[config.mk]
export PLATFORM = sky130hd
export DESIGN_NAME = rtcai_core
export DESIGN_NICKNAME = d
export VERILOG_FILES = /design/src/design/rtcai_pkg.sv /design/src/design/rtcai_alarm_cmp.sv /design/src/design/rtcai_core.sv
export VERILOG_INCLUDE_DIRS = /design/src /design/src/design
export SDC_FILE = /design/constraint.sdc
export NUM_CORES = 1
export LEC_CHECK = 0
export ABC_AREA = 1
export CELL_PAD_IN_SITES_DETAIL_PLACEMENT = 0
export CELL_PAD_IN_SITES_GLOBAL_PLACEMENT = 1
export CORE_ASPECT_RATIO = 0.6
export CORE_MARGIN = 10
export CORE_UTILIZATION = 40
export CTS_CLUSTER_DIAMETER = 150
export DETAILED_ROUTE_END_ITERATION = 12
export DONT_BUFFER_PORTS = 1
export HOLD_SLACK_MARGIN = 0.1
export PLACE_DENSITY = 0.76
export REMOVE_ABC_BUFFERS = 1
export SETUP_SLACK_MARGIN = 0.2
export SYNTH_ARGS = -nofsm -noshare
export SYNTH_HDL_FRONTEND = slang
export SYNTH_SLANG_ARGS = --single-unit
[constraint.sdc]
create_clock -name sys_clk -period 1.47 [get_ports sys_clk]
set_input_delay 0.294 -clock sys_clk [delete_from_list [all_inputs] [get_ports sys_clk]]
set_output_delay 0.294 -clock sys_clk [all_outputs]
set_load 0.1 [all_outputs]
[src/design/rtcai_regs.svh]
// register offsets, bit positions, reset values and timing constants of the alarm/periodic interrupt block
// assumes a 50 MHz sys_clk and a one-cycle 32.768 kHz tick from the oscillator domain, already synchronous
`ifndef RTCAI_REGS_SVH
`define RTCAI_REGS_SVH
`define RTCAI_ADDR_CTRL        4'hE
`define RTCAI_ADDR_FLAGS       4'hF
`define RTCAI_CTRL_RESET       8'h00
`define RTCAI_FLAGS_RESET      8'h00
`define RTCAI_BIT_WEN          7
`define RTCAI_BIT_DEN          6
`define RTCAI_BIT_CKDIS_B      4
`define RTCAI_BIT_CKDIS_A      3
`define RTCAI_BIT_PFLAG        2
`define RTCAI_BIT_WFLAG        1
`define RTCAI_BIT_DFLAG        0
`define RTCAI_SEL_MSB          2
`define RTCAI_DIV_W            15
`define RTCAI_DIV_HALF_2HZ     15'h2000
`define RTCAI_DIV_HALF_1HZ     15'h4000
`define RTCAI_DIV_ZERO         15'h0000
`define RTCAI_INC_DELAY_NS     46000
`define RTCAI_CLK_NS           20
`define RTCAI_INC_DELAY_CYC    (`RTCAI_INC_DELAY_NS / `RTCAI_CLK_NS)
`define RTCAI_DLY_W            12
`endif

[src/design/rtcai_pkg.sv]
// types shared by the alarm/periodic interrupt block
// assumes rtcai_regs.svh for constants
package rtcai_pkg;
    // periodic selection codes
    typedef enum logic [2:0] {
        RTCAI_SEL_OFF, RTCAI_SEL_LOW, RTCAI_SEL_P2HZ, RTCAI_SEL_P1HZ,
        RTCAI_SEL_LSEC, RTCAI_SEL_LMIN, RTCAI_SEL_LHOUR, RTCAI_SEL_LMONTH
    } rtcai_sel_t;
endpackage

[src/design/rtcai_alarm_cmp.sv]
// one alarm comparator with its sticky flag
// assumes the minute tick is one cycle wide and time fields are stable around it
`timescale 1ns/1ps
`include "rtcai_regs.svh"
module rtcai_alarm_cmp
    import rtcai_pkg::*;
(
    input  wire logic       sys_clk,    // system clock
    input  wire logic       rst_n,      // async reset, active low
    input  wire logic       enable,     // alarm enable bit
    input  wire logic       minute_tick,// minute counter just updated
    input  wire logic       match,      // time fields equal alarm fields
    input  wire logic       clear,      // software wrote zero to the flag
    output logic            flag        // sticky alarm flag
);
    typedef struct packed {
        logic flag;                     // sticky flag
    } rtcai_cmp_st_t;
    rtcai_cmp_st_t st_q;
    rtcai_cmp_st_t st_d;

    // evaluate only at the minute update, so enabling onto a match waits for the next minute tick
    always_comb begin
        st_d = st_q;
        if (clear) begin
            st_d.flag = 1'b0;
        end
        if (enable && minute_tick && match) begin
            st_d.flag = 1'b1;                                     // set wins over clear
        end
    end

    // state register
    always_ff @(posedge sys_clk or negedge rst_n) begin
        if (!rst_n) begin
            st_q <= '0;
        end else begin
            st_q <= st_d;
        end
    end

    assign flag = st_q.flag;

    // a match while enabled must raise the flag next edge
    alarm_set_a: assert property (@(posedge sys_clk) disable iff (!rst_n)
        (enable && minute_tick && match) |=> flag)
        else $error("alarm match did not set flag");
    // no match tick means no rise
    alarm_quiet_a: assert property (@(posedge sys_clk) disable iff (!rst_n)
        (!flag && !(enable && minute_tick && match)) |=> !flag)
        else $error("alarm flag rose without a match tick");
endmodule // rtcai_alarm_cmp

[src/design/rtcai_core.sv]
// alarm comparators, periodic interrupt generator and gated 32 kHz output of a real-time clock
// assumes time counters outside; ticks are one-cycle pulses synchronous to sys_clk
//
// Our own choice: the strobed register port.
`timescale 1ns/1ps
`include "rtcai_regs.svh"
module rtcai_core
    import rtcai_pkg::*;
(
    input  wire logic       sys_clk,            // 50 MHz system clock
    input  wire logic       rst_n,              // async reset, active low
    input  wire logic [3:0] addr,               // register address
    input  wire logic [7:0] wdata,              // write data
    input  wire logic       wr,                 // write strobe
    input  wire logic       rd,                 // read strobe
    output logic      [7:0] rdata,              // read data, cycle after rd
    input  wire logic       xtal_tick,          // one pulse per 32.768 kHz cycle
    input  wire logic       xtal_level,         // 32.768 kHz level, sampled
    input  wire logic       trim_tick,          // trimming step input, unused: the divider ignores it
    input  wire logic       sec_write,          // host wrote the second counter
    input  wire logic       minute_tick,        // minute counter updated
    input  wire logic [2:0] weekday,            // weekday counter
    input  wire logic [7:0] hour,               // hour counter
    input  wire logic [7:0] minute,             // minute counter
    input  wire logic [7:0] second,             // second counter
    input  wire logic [7:0] day,                // day-of-month counter
    input  wire logic [6:0] walarm_weekdays,    // weekly alarm weekday mask
    input  wire logic [7:0] walarm_hour,        // weekly alarm hour
    input  wire logic [7:0] walarm_minute,      // weekly alarm minute
    input  wire logic [7:0] dalarm_hour,        // daily alarm hour
    input  wire logic [7:0] dalarm_minute,      // daily alarm minute
    input  wire logic       clock_out_gate_pin, // external clock output gate
    output logic            second_inc,         // pulse: advance the second counter
    output logic            primary_irq_n,      // daily alarm or periodic, open drain level
    output logic            primary_irq_oe,     // high while pin pulled low
    output logic            secondary_irq_n,    // weekly alarm, open drain level
    output logic            secondary_irq_oe,   // high while pin pulled low
    output logic            shared_irq_n,       // all three sources on one pin
    output logic            shared_irq_oe,      // high while pin pulled low
    output logic            crystal_clock_output// gated 32.768 kHz clock
);
    typedef struct packed {
        logic [7:0]              ctrl;      // control register
        logic                    pflag;     // periodic flag
        logic                    ckdis_a_n; // clock disable bit in flags register
        logic [7:0]              rdata;     // read data holding
        logic [`RTCAI_DIV_W-1:0] div;       // sub-second divider
        logic                    phase;     // pulse-mode output level, 1 = high
        logic                    inc_pend;  // second increment pending
        logic [`RTCAI_DLY_W-1:0] dly;       // increment delay counter
        logic                    ck_en;     // clock gate, changes on low clock
        logic                    ck_out;    // registered clock output
        logic                    sec_q;     // second_inc register
    } rtcai_st_t;
    rtcai_st_t st_q;
    rtcai_st_t st_d;

    logic       wflag;      // weekly alarm flag
    logic       dflag;      // daily alarm flag
    logic       wmatch;     // weekly fields equal
    logic       dmatch;     // daily fields equal
    logic       wr_flags;   // write to flags register
    logic       wclr;       // weekly flag clear
    logic       dclr;       // daily flag clear
    logic       sec_wrap;   // divider rolls to a new second
    logic       lvl_event;  // selected level-mode event
    logic       per_low;    // periodic source asserted
    rtcai_sel_t sel;        // periodic selection

    assign sel      = rtcai_sel_t'(st_q.ctrl[`RTCAI_SEL_MSB:0]);
    assign wr_flags = wr && (addr == `RTCAI_ADDR_FLAGS);
    assign wclr     = wr_flags && !wdata[`RTCAI_BIT_WFLAG];
    assign dclr     = wr_flags && !wdata[`RTCAI_BIT_DFLAG];
    // weekday mask picks the days, then hour and minute
    assign wmatch   = walarm_weekdays[weekday] && (hour == walarm_hour)
                      && (minute == walarm_minute);
    assign dmatch   = (hour == dalarm_hour) && (minute == dalarm_minute);

    // weekly comparator, enable at control D7
    rtcai_alarm_cmp u_walarm (
        .sys_clk     (sys_clk),
        .rst_n       (rst_n),
        .enable      (st_q.ctrl[`RTCAI_BIT_WEN]),
        .minute_tick (minute_tick),
        .match       (wmatch),
        .clear       (wclr),
        .flag        (wflag)
    );
    // daily comparator, enable at control D6
    rtcai_alarm_cmp u_dalarm (
        .sys_clk     (sys_clk),
        .rst_n       (rst_n),
        .enable      (st_q.ctrl[`RTCAI_BIT_DEN]),
        .minute_tick (minute_tick),
        .match       (dmatch),
        .clear       (dclr),
        .flag        (dflag)
    );

    // divider boundaries; trim_tick is not used, so the divider counts xtal_tick only
    assign sec_wrap  = xtal_tick && (st_q.div == {`RTCAI_DIV_W{1'b1}});

    // level-mode event decode at the second increment itself
    always_comb begin
        lvl_event = 1'b0;
        unique case (sel)
            RTCAI_SEL_LSEC:   lvl_event = st_q.sec_q;
            RTCAI_SEL_LMIN:   lvl_event = st_q.sec_q && (second == 8'h00);
            RTCAI_SEL_LHOUR:  lvl_event = st_q.sec_q && (second == 8'h00) && (minute == 8'h00);
            RTCAI_SEL_LMONTH: lvl_event = st_q.sec_q && (second == 8'h00) && (minute == 8'h00)
                                          && (hour == 8'h00) && (day == 8'h01);
            RTCAI_SEL_OFF, RTCAI_SEL_LOW, RTCAI_SEL_P2HZ, RTCAI_SEL_P1HZ: lvl_event = 1'b0;
        endcase
    end

    // periodic source level
    always_comb begin
        per_low = 1'b0;
        unique case (sel)
            RTCAI_SEL_OFF:  per_low = 1'b0;
            RTCAI_SEL_LOW:  per_low = 1'b1;
            RTCAI_SEL_P2HZ, RTCAI_SEL_P1HZ: per_low = !st_q.phase;
            RTCAI_SEL_LSEC, RTCAI_SEL_LMIN, RTCAI_SEL_LHOUR, RTCAI_SEL_LMONTH:
                            per_low = st_q.pflag;
        endcase
    end

    // next-state logic for registers, divider, pulse phase and clock gate
    always_comb begin
        st_d       = st_q;
        st_d.sec_q = 1'b0;
        // register writes; enables untouched by flag clears
        if (wr && (addr == `RTCAI_ADDR_CTRL)) begin
            st_d.ctrl = wdata;
        end
        if (wr_flags) begin
            st_d.ckdis_a_n = wdata[`RTCAI_BIT_CKDIS_A];
            if (!wdata[`RTCAI_BIT_PFLAG]) begin
                st_d.pflag = 1'b0;
            end
        end
        // set wins over a clear in the same cycle
        if (lvl_event) begin
            st_d.pflag = 1'b1;
        end
        // read data, unmapped reads give zero
        if (rd) begin
            unique case (addr)
                `RTCAI_ADDR_CTRL:  st_d.rdata = st_q.ctrl;
                `RTCAI_ADDR_FLAGS: st_d.rdata = {4'h0, st_q.ckdis_a_n, st_q.pflag, wflag, dflag};
                default:           st_d.rdata = 8'h00;
            endcase
        end
        // sub-second divider and pulse phase
        if (sec_write) begin
            st_d.div      = `RTCAI_DIV_ZERO;
            st_d.phase    = 1'b0;
            st_d.inc_pend = 1'b0;
        end else if (xtal_tick) begin
            st_d.div = `RTCAI_DIV_W'(st_q.div + 1'b1);
            // phase follows one divider bit, so each period starts low and is half low
            if (sel == RTCAI_SEL_P2HZ) begin
                st_d.phase = |(st_d.div & `RTCAI_DIV_HALF_2HZ);
            end else begin
                st_d.phase = |(st_d.div & `RTCAI_DIV_HALF_1HZ);
            end
            // the wrap to zero is the falling edge of the pulse
            if (sec_wrap) begin
                st_d.inc_pend = 1'b1;
                st_d.dly      = `RTCAI_DLY_W'(`RTCAI_INC_DELAY_CYC);
            end
        end
        // second increment: delayed in pulse mode, two cycles after the wrap in level mode, before the pin falls
        if (st_q.inc_pend && !sec_write) begin
            if ((st_q.dly == '0) || st_q.ctrl[`RTCAI_SEL_MSB]) begin
                st_d.inc_pend = 1'b0;
                st_d.sec_q    = 1'b1;
            end else begin
                st_d.dly = st_q.dly - 1'b1;
            end
        end
        // gate changes only while the clock is low, so no short pulse
        if (!xtal_level) begin
            st_d.ck_en = clock_out_gate_pin &&
                         (!st_q.ckdis_a_n || !st_q.ctrl[`RTCAI_BIT_CKDIS_B]);
        end
        st_d.ck_out = xtal_level && st_d.ck_en;
    end

    // state register
    always_ff @(posedge sys_clk or negedge rst_n) begin
        if (!rst_n) begin
            st_q      <= '0;
            st_q.ctrl <= `RTCAI_CTRL_RESET;
        end else begin
            st_q <= st_d;
        end
    end

    // pins, open drain: oe high while pulling low
    assign primary_irq_oe       = dflag || per_low;
    assign secondary_irq_oe     = wflag;
    assign shared_irq_oe        = wflag || dflag || per_low;
    assign primary_irq_n        = !primary_irq_oe;
    assign secondary_irq_n      = !secondary_irq_oe;
    assign shared_irq_n         = !shared_irq_oe;
    assign rdata                = st_q.rdata;
    assign second_inc           = st_q.sec_q;
    assign crystal_clock_output = st_q.ck_out;

    // weekly flag drives secondary pin low
    weekly_pin_a: assert property (@(posedge sys_clk) disable iff (!rst_n)
        wflag |-> (!secondary_irq_n && !shared_irq_n))
        else $error("weekly flag without low pin");
    // daily clear by writing zero
    daily_clear_a: assert property (@(posedge sys_clk) disable iff (!rst_n)
        (dclr && !minute_tick) |=> !dflag)
        else $error("daily flag not cleared");
    // clear keeps enables
    enable_kept_a: assert property (@(posedge sys_clk) disable iff (!rst_n)
        (wr_flags && !(wr && addr == `RTCAI_ADDR_CTRL)) |=> $stable(st_q.ctrl))
        else $error("flag write changed enables");
    // held low code
    sel_low_a: assert property (@(posedge sys_clk) disable iff (!rst_n)
        (sel == RTCAI_SEL_LOW) |-> !primary_irq_n)
        else $error("select one not low");
    // off code with no alarm keeps primary high
    sel_off_a: assert property (@(posedge sys_clk) disable iff (!rst_n)
        ((sel == RTCAI_SEL_OFF) && !dflag) |-> primary_irq_n)
        else $error("primary low while off");
    // level event sets flag and pin
    level_set_a: assert property (@(posedge sys_clk) disable iff (!rst_n)
        lvl_event |=> (st_q.pflag && (!st_q.ctrl[`RTCAI_SEL_MSB] || !primary_irq_n)))
        else $error("level event lost");
    // pulse-mode increment after the delay
    inc_delay_a: assert property (@(posedge sys_clk) disable iff (!rst_n)
        (sec_wrap && !sec_write && (sel == RTCAI_SEL_P1HZ) && $stable(st_q.ctrl))
        |-> ##1 !second_inc [*8])
        else $error("second increment too early");
    // second write zeroes divider and lowers phase
    sec_reset_a: assert property (@(posedge sys_clk) disable iff (!rst_n)
        sec_write |=> ((st_q.div == `RTCAI_DIV_ZERO) && !st_q.phase))
        else $error("second write did not restart divider");
    // clock out only when gated on
    clk_gate_a: assert property (@(posedge sys_clk) disable iff (!rst_n)
        crystal_clock_output |-> st_q.ck_en)
        else $error("clock output while gated off");
    // level mode: the second advances two cycles after the wrap, one cycle before the pin falls
    level_inc_a: assert property (@(posedge sys_clk) disable iff (!rst_n)
        ((sec_wrap && !sec_write && st_q.ctrl[`RTCAI_SEL_MSB]) ##1 (st_q.ctrl[`RTCAI_SEL_MSB] && !sec_write))
        |=> second_inc)
        else $error("level-mode second increment late");
    // second write in pulse mode pulls the periodic pin low at once
    sec_restart_a: assert property (@(posedge sys_clk) disable iff (!rst_n)
        (sec_write && !wr && ((sel == RTCAI_SEL_P2HZ) || (sel == RTCAI_SEL_P1HZ))) |=> !primary_irq_n)
        else $error("second write left periodic pin high");
    // clock output edges ride only on crystal edges, so no pulse is cut short
    clk_rise_a: assert property (@(posedge sys_clk) disable iff (!rst_n)
        $rose(crystal_clock_output) |-> ($past(xtal_level) && !$past(xtal_level, 2)))
        else $error("clock output rose off a crystal edge");
    clk_fall_a: assert property (@(posedge sys_clk) disable iff (!rst_n)
        $fell(crystal_clock_output) |-> (!$past(xtal_level) && $past(xtal_level, 2)))
        else $error("clock output fell off a crystal edge");
endmodule // rtcai_core

==> results by group, run 1 <==
Status
  • Outcome: finished with violations
  • Failing checks: hold timing, setup timing

Layout
  • Nets@finish: 628
  • Filler cells: 734
  • Layout cell share with drive strength beyond 1: between 30% and 40%
  • Ant. Diodes: 0
  • Area Growth Syn to Fin: 36.5%

Synth
  • Dominant cells by area after synthesis: dfrtp_1 39%, nand2_1 12%, nor2_1 8.1%, inv_1 7.2%, nand3_1 5.7%
  • Synthesized flop and latch total: 52
  • Synth Flop Type: dfrtp_1
  • Top post-synthesis cells by count: 106 x nand2_1, 72 x nor2_1, 64 x inv_1, 52 x dfrtp_1, 38 x nand3_1
  • Yosys warns: 0
  • Asr flop ratio synth: 100%
  • Netlist Area Pre-Place: around 3300 um2
  • Leading area contributor after synthesis: dfrtp_1
  • Syn Inst Count: about 470
  • Post-Syn Area per Cell: a little over 7 um2
  • Post-synth EDFFs: 0
  • Top cell type's share of synthesized area: between 30% and 40%
  • Count of cell types in the netlist: 35
  • Seq/Total Area, Yosys: between 30% and 40%
  • Count leader, synth: nand2_1

Floorplanning
  • Full die area: approximately 12,000 um2
  • DIE WIDTH: roughly 140 um
  • Core area: between 7000 and 8000 um2
  • Initial Util: between 40% and 50%
  • # rows: 25
  • IO Pins: 112
  • Die height: between 90 and 100 um

CTS
  • Clock root buffer: clkbuf_16
  • Clock-pin slew on the worst setup and hold paths: roughly 0.08 ns
  • CTS Buf Count: 5
  • H-tree levels: 2
  • CTS Hold Bufs: 2
  • Clk sinks: 52
  • CTS tree: done
  • CTS Buffer Depth: 2
  • Worst skew pair latency: around 0.30 ns

Timing
  • Final Cycle Share: 115%
  • Setup repair after global routing missed its margin: true
  • Final setup vio count: 19
  • Worst Clk Skew: between 0.01 and 0.015 ns
  • Final WS setup: -0.219 ns
  • Hold slack: -0.322 ns
  • Peak Freq: 0.592 GHz
  • Final Hold Viols: between 50 and 60
  • Fin crit period: about 1.7 ns
  • Worst slew margin: ~80%
  • Worst-margin pin slew: between 0.3 and 0.4 ns
  • Max-slew violations: 0

Global route
  • Tot GR Track Use: between 15 and 20%
  • Number of global-route vias before repair: 3,114
  • Antenna violations before repair: 0
  • Largest net degree at the start of global routing: 53
  • Gr ovfl total: 0
  • First-pass GRT wire length: approximately 16,000 um

Placement
  • Buffers added on ports: 0
  • DPL Wire Length: 7450 um
  • GP Congestion: a little over 0.8

Critical path
  • WP data required: about 1.2 ns
  • Crit Path Category: reg -> out
  • Critical path buffers and inverters: 2
  • CP max stage delay: around 0.41 ns
  • Arr. time, crit path: between 1 and 1.5 ns
  • Worst path cell trace: o211ai_1 > nand2_2 > nor2_4 > inv_2 > buf_12
  • CP endpoint kind: primary output
  • CP top delay family: flip-flops
  • CP max stage cell: dfrtp_1
  • Startpoint types: flop
  • CP Max Fanout: 4

Detailed routing
  • Drt drc: 0
  • Pre-antenna DRT Iters: 5
  • Drt wl/cell: between 15 and 20 um
  • Post-route ant nets: 0
  • Initial DRC Count: roughly 200
  • Vias: 3,255
  • Vias per cell: just over 5
  • Final WL: around 10,000 um

Flow run
  • Max-cap violations: 0

Power and ir drop
  • PwrDens: 887 nW/um2
  • Power Total: approximately 0.0040 W
  • Leak: roughly 2.1 nW
  • VDD IR max: between 400 and 500 uV

Worst hold path
  • Hold Crit Class: in -> async
[where the power goes]
group | total [W] | switching (W) | internal, W
registers | 0.00157 | 0.0000620 | 0.00151
logic | 0.00109 | 0.000673 | 0.000413
clock network | 0.00137 | 0.000555 | 0.000812
total | 0.00403 | 0.00129 | 0.00274
[routing by layer]
metal	GRT usage, %	part of all wire (%)	up-vias
met5	0	0	-
met4	4.11	0.83	0
met3	4.39	7.4	7
li1	-	-	1620
met2	21.5	42	100
met1	23.3	50	1528
[repair_timing]
action	CTS	global route
resized for setup	91	39
endpoints found under the setup margin	32	39
pin swaps	36	27
buffers inserted	15	3
cloned	1	0
hold endpoints to repair	60	52
[through the flow]
step | setup WS [ns] | utilization (%) | TNS (ns) | area [um2] | instances
6_report | -0.219 | 56.9 | -1.80 | 4540 | 639
5_1_grt | -0.283 | 56.9 | -3.56 | 4540 | 639
4_1_cts | -0.246 | 54.6 | -1.37 | 4360 | 636
3_5_place_dp | -0.0854 | 47.1 | -0.826 | 3760 | 610
3_3_place_gp | -0.0631 | 47.1 | -0.404 | 3760 | 610
2_1_floorplan | -2.51 | - | -5.86 | 3220 | 454
[flip-flops by register name, indices dropped and copies added (netlist names), named ones only]
register / count
st_q: 36
rdata: 8
sel: 3
crystal_clock_output: 1
second_inc: 1
u_dalarm.flag: 1
u_walarm.flag: 1
[path summary, 6_finish.rpt]
check                                startpoint  cells after the start  slack (ns)                    endpoint
setup / recovery             sel[1]$_DFFE_PN0P_                      5       -0.22               shared_irq_oe
hold / removal                            rst_n                      0       -0.32  asynchronous set/reset pin
setup reg to reg           st_q[18]$_DFFE_PN0P_                      7       -0.09           st_q[3]$_DFF_PN0_
hold reg to reg              st_q[15]$_DFF_PN0_                      1        0.46          st_q[15]$_DFF_PN0_
max in group asynchronous                 rst_n                      0        1.68        second_inc$_DFF_PN0_
min in group sys_clk                         rd                      1        0.10        rdata[7]$_DFFE_PN0P_
[cells in the final DEF, fill, tap and decap left out, drive strengths merged, types with 5 or more instances in the layout]
cell and n:
a21oi 15, xor2 15, inv 65, o21ai 32
nand4 12, dfrtp 52, nand2 108, nor3 8
or2 5, buf 67, a31oi 5, xnor2 5
nor2 74, nand3 39, clkbuf 6
[cell type report]
| cell class | count | area, um2 | share of cell area [%] |
|---|---|---|---|
| multi-input combinational | 338 | 2010 | 44.4 |
| clock buffer | 6 | 129 | 2.84 |
| inverter | 64 | 240 | 5.30 |
| timing repair buffer | 69 | 674 | 14.9 |
| sequential | 52 | 1310 | 28.8 |
| clock inverter | 2 | 38.8 | 0.855 |
| tap | 108 | 135 | 2.98 |
[cells by family after synthesis]
logic type               count (synthesis)  synth area share (%)
AO/OA/AOI/OAI                           62                  10.2
XOR/XNOR                                20                  5.27
adder cells (fa/ha/maj)                  2                 0.753
buffers and inverters                   79                  10.3
flip-flops                              52                  39.2
multiplexers                             4                  1.58
AND/OR/NAND/NOR                        250                  32.7
Power figures use the tool's default switching activity.
==> run 2, diff against run 1 <==
==> constraint.sdc (replaced) <==
create_clock -name sys_clk -period 1.47 [get_ports sys_clk]
set_input_delay 0.147 -clock sys_clk [delete_from_list [all_inputs] [get_ports sys_clk]]
set_output_delay 0.147 -clock sys_clk [all_outputs]
set_load 0.1 [all_outputs]
==> run 2 against run 1 <==
Against the previous run:
- the flow still finishes with violations (hold timing, setup timing)
- cell count is 2.0% higher
- count of clock-buffer cells in the layout stayed put
- non-clock buffer count is 13 higher
- cell area is 2.2% higher
- worst setup slack better by 0.15 ns
- sequential share of layout area is 0.61 points lower
- global-route usage is 0.22 points higher
- flip-flop and latch count stayed put
- combinational power hardly changed
==> results by group, run 2 (synthesis gave the netlist of run 1 again) <==
CTS
  • CTS tree: done
  • Clock-pin slew on the worst setup and hold paths: 0.07 ns
  • CTS Hold Bufs: 13
  • H-tree levels: 2
  • Clk sinks: 52
  • CTS Buf Count: 5
  • Worst skew pair latency: about 0.3 ns
  • CTS Buffer Depth: 2
  • Clock root buffer: clkbuf_16

Critical path
  • WP data required: around 1.3 ns
  • CP endpoint kind: primary output
  • CP Max Fanout: 4
  • Arr. time, crit path: 1.40 ns
  • Worst reg2reg setup slack: -0.03 ns
  • Startpoint types: flop
  • Crit Path Category: reg -> out

Detailed routing
  • Initial DRC Count: around 210
  • Vias: between 3,000 and 4,000
  • Vias per cell: between 5 and 6
  • Drt drc: 0
  • Pre-antenna DRT Iters: 4
  • Post-route ant nets: 0
  • Drt wl/cell: 15.6 um
  • Final WL: 10,200 um

Timing
  • Peak Freq: approximately 0.65 GHz
  • Setup repair after global routing missed its margin: true
  • Final Cycle Share: 105%
  • Worst-margin pin slew: 0.516 ns
  • Hold slack: -0.463 ns
  • Fin crit period: around 1.5 ns
  • Final setup vio count: 11
  • Worst slew margin: between 60% and 70%
  • Max-slew violations: 0
  • Setup TNS Final: -0.280 ns
  • Final WS setup: -0.0724 ns
  • Worst Clk Skew: ~0.0065 ns
  • Final Hold Viols: 52

Status
  • Failing checks: hold timing, setup timing
  • Outcome: finished with violations

Worst hold path
  • Hold Crit Class: in -> async

Layout
  • Ant. Diodes: 0
  • Layout cell share with drive strength beyond 1: between 20% and 30%
  • Leading cell type in the layout, fill and taps excluded: nand2_1
  • Most flop-heavy register: st_q
  • Nets@finish: ~640
  • Final core occ: 58.1%
  • Area Growth Syn to Fin: 39.5%
  • Most frequent cells in the layout: 97 x nand2_1, 57 x inv_1, 55 x nor2_1, 51 x buf_4, 48 x dfrtp_1
  • Max FFs per register: 36

Floorplanning
  • Initial Util: a little over two fifths
  • # rows: 25
  • DIE WIDTH: roughly 140 um
  • Full die area: 12,500 um2
  • IO Pins: around 110
  • Core area: around 8000 um2
  • Die height: around 91 um

Placement
  • Buffers added on ports: 0
  • GP Congestion: roughly 0.80
  • DPL Wire Length: approximately 7400 um
  • Pre-CTS setup slack: -0.111 ns

Power and ir drop
  • PwrDens: between 800 and 900 nW/um2
  • VDD IR max: 527 uV
  • Sequential share of power: about two fifths
  • Internal power: between 0.002 and 0.003 W
  • Leak: 2.12 nW
  • Clock power share: roughly 34%
  • Switch Pwr: around 0.0013 W
  • Sw Share: about a third
  • Combinational Power Share: approximately 27%

Global route
  • First-pass GRT wire length: ~16,000 um
  • Antenna violations before repair: 0
  • Gr ovfl total: 0
  • Largest net degree at the start of global routing: between 50 and 60
  • Number of global-route vias before repair: 3,247
  • Tot GR Track Use: roughly 16%

Flow run
  • Max-cap violations: 0
run 2: cell count changes in the layout (fill, tap and decap cells not counted), sizes merged:
cell,previous run,this run
dlygate4sd3,2,13
buf,67,69
run 2: power groups by stage:
stage	clock network, W	registers, W	logic [W]
global route	0.00144	0.00159	0.00115
floorplan	0	0.00169	0.000545
detailed placement	0	0.00161	0.000922
finish	0.00135	0.00158	0.00108
global placement	0	0.00160	0.000912
CTS	0.00139	0.00157	0.00108
run 2: critical path, cell delays in order (launching register included):
cell and delay (ns):
dfrtp_1 0.42, o211ai_1 0.17, nand2_1 0.12, nor2_2 0.11, buf_4 0.13, buf_12 0.16
run 2: final timing paths:
path                                             endpoint            startpoint  cells past startpoint
max                                          shared_irq_n    sel[1]$_DFFE_PN0P_                      5
min                                  st_q[24]$_DFFE_PN0P_                 rst_n                      0
max reg2reg                             st_q[4]$_DFF_PN0_  st_q[18]$_DFFE_PN0P_                      8
min reg2reg                crystal_clock_output$_DFF_PN0_                  flop                      2
max in group asynchronous              sel[2]$_DFFE_PN0P_                 rst_n                      0
min in group sys_clk                   sel[2]$_DFFE_PN0P_                    wr                      2
run 2: layer usage:
layer  part of all wire (%)  wire length [um]  global-route usage [%]  up-vias
met5                      0                 0                       0        -
met4                   0.73                74                    2.88        0
met3                    7.4               753                    4.50        7
met2                     43              4390                    23.4       95
met1                     49              4950                    22.8     1546
li1                       -                 -                       -     1654
run 2: what timing repair did:
item                       CTS  global route
pin swaps                   35            24
cloned                       1             0
hold endpoints to repair    81            52
setup endpoints to repair   29            32
resized for setup           86            34
setup buffers               18             4
run 2: stage by stage:
step,std cells,area [um2],total power [W]
6_report,652,4630,0.00401
5_1_grt,652,4630,0.00418
4_1_cts,648,4460,0.00404
3_5_place_dp,608,3740,0.00253
3_3_place_gp,608,3740,0.00252
2_1_floorplan,454,3220,0.00224
run 2: final cells by class:
| class | count | area, um2 |
|---|---|---|
| fill | 729 | 3340 |
| multi-input combinational | 338 | 2030 |
| timing repair buffer | 82 | 742 |
| clock inverter | 2 | 38.8 |
| sequential | 52 | 1310 |
| clock buffer | 6 | 129 |
| tap | 108 | 135 |
| inverter | 64 | 250 |
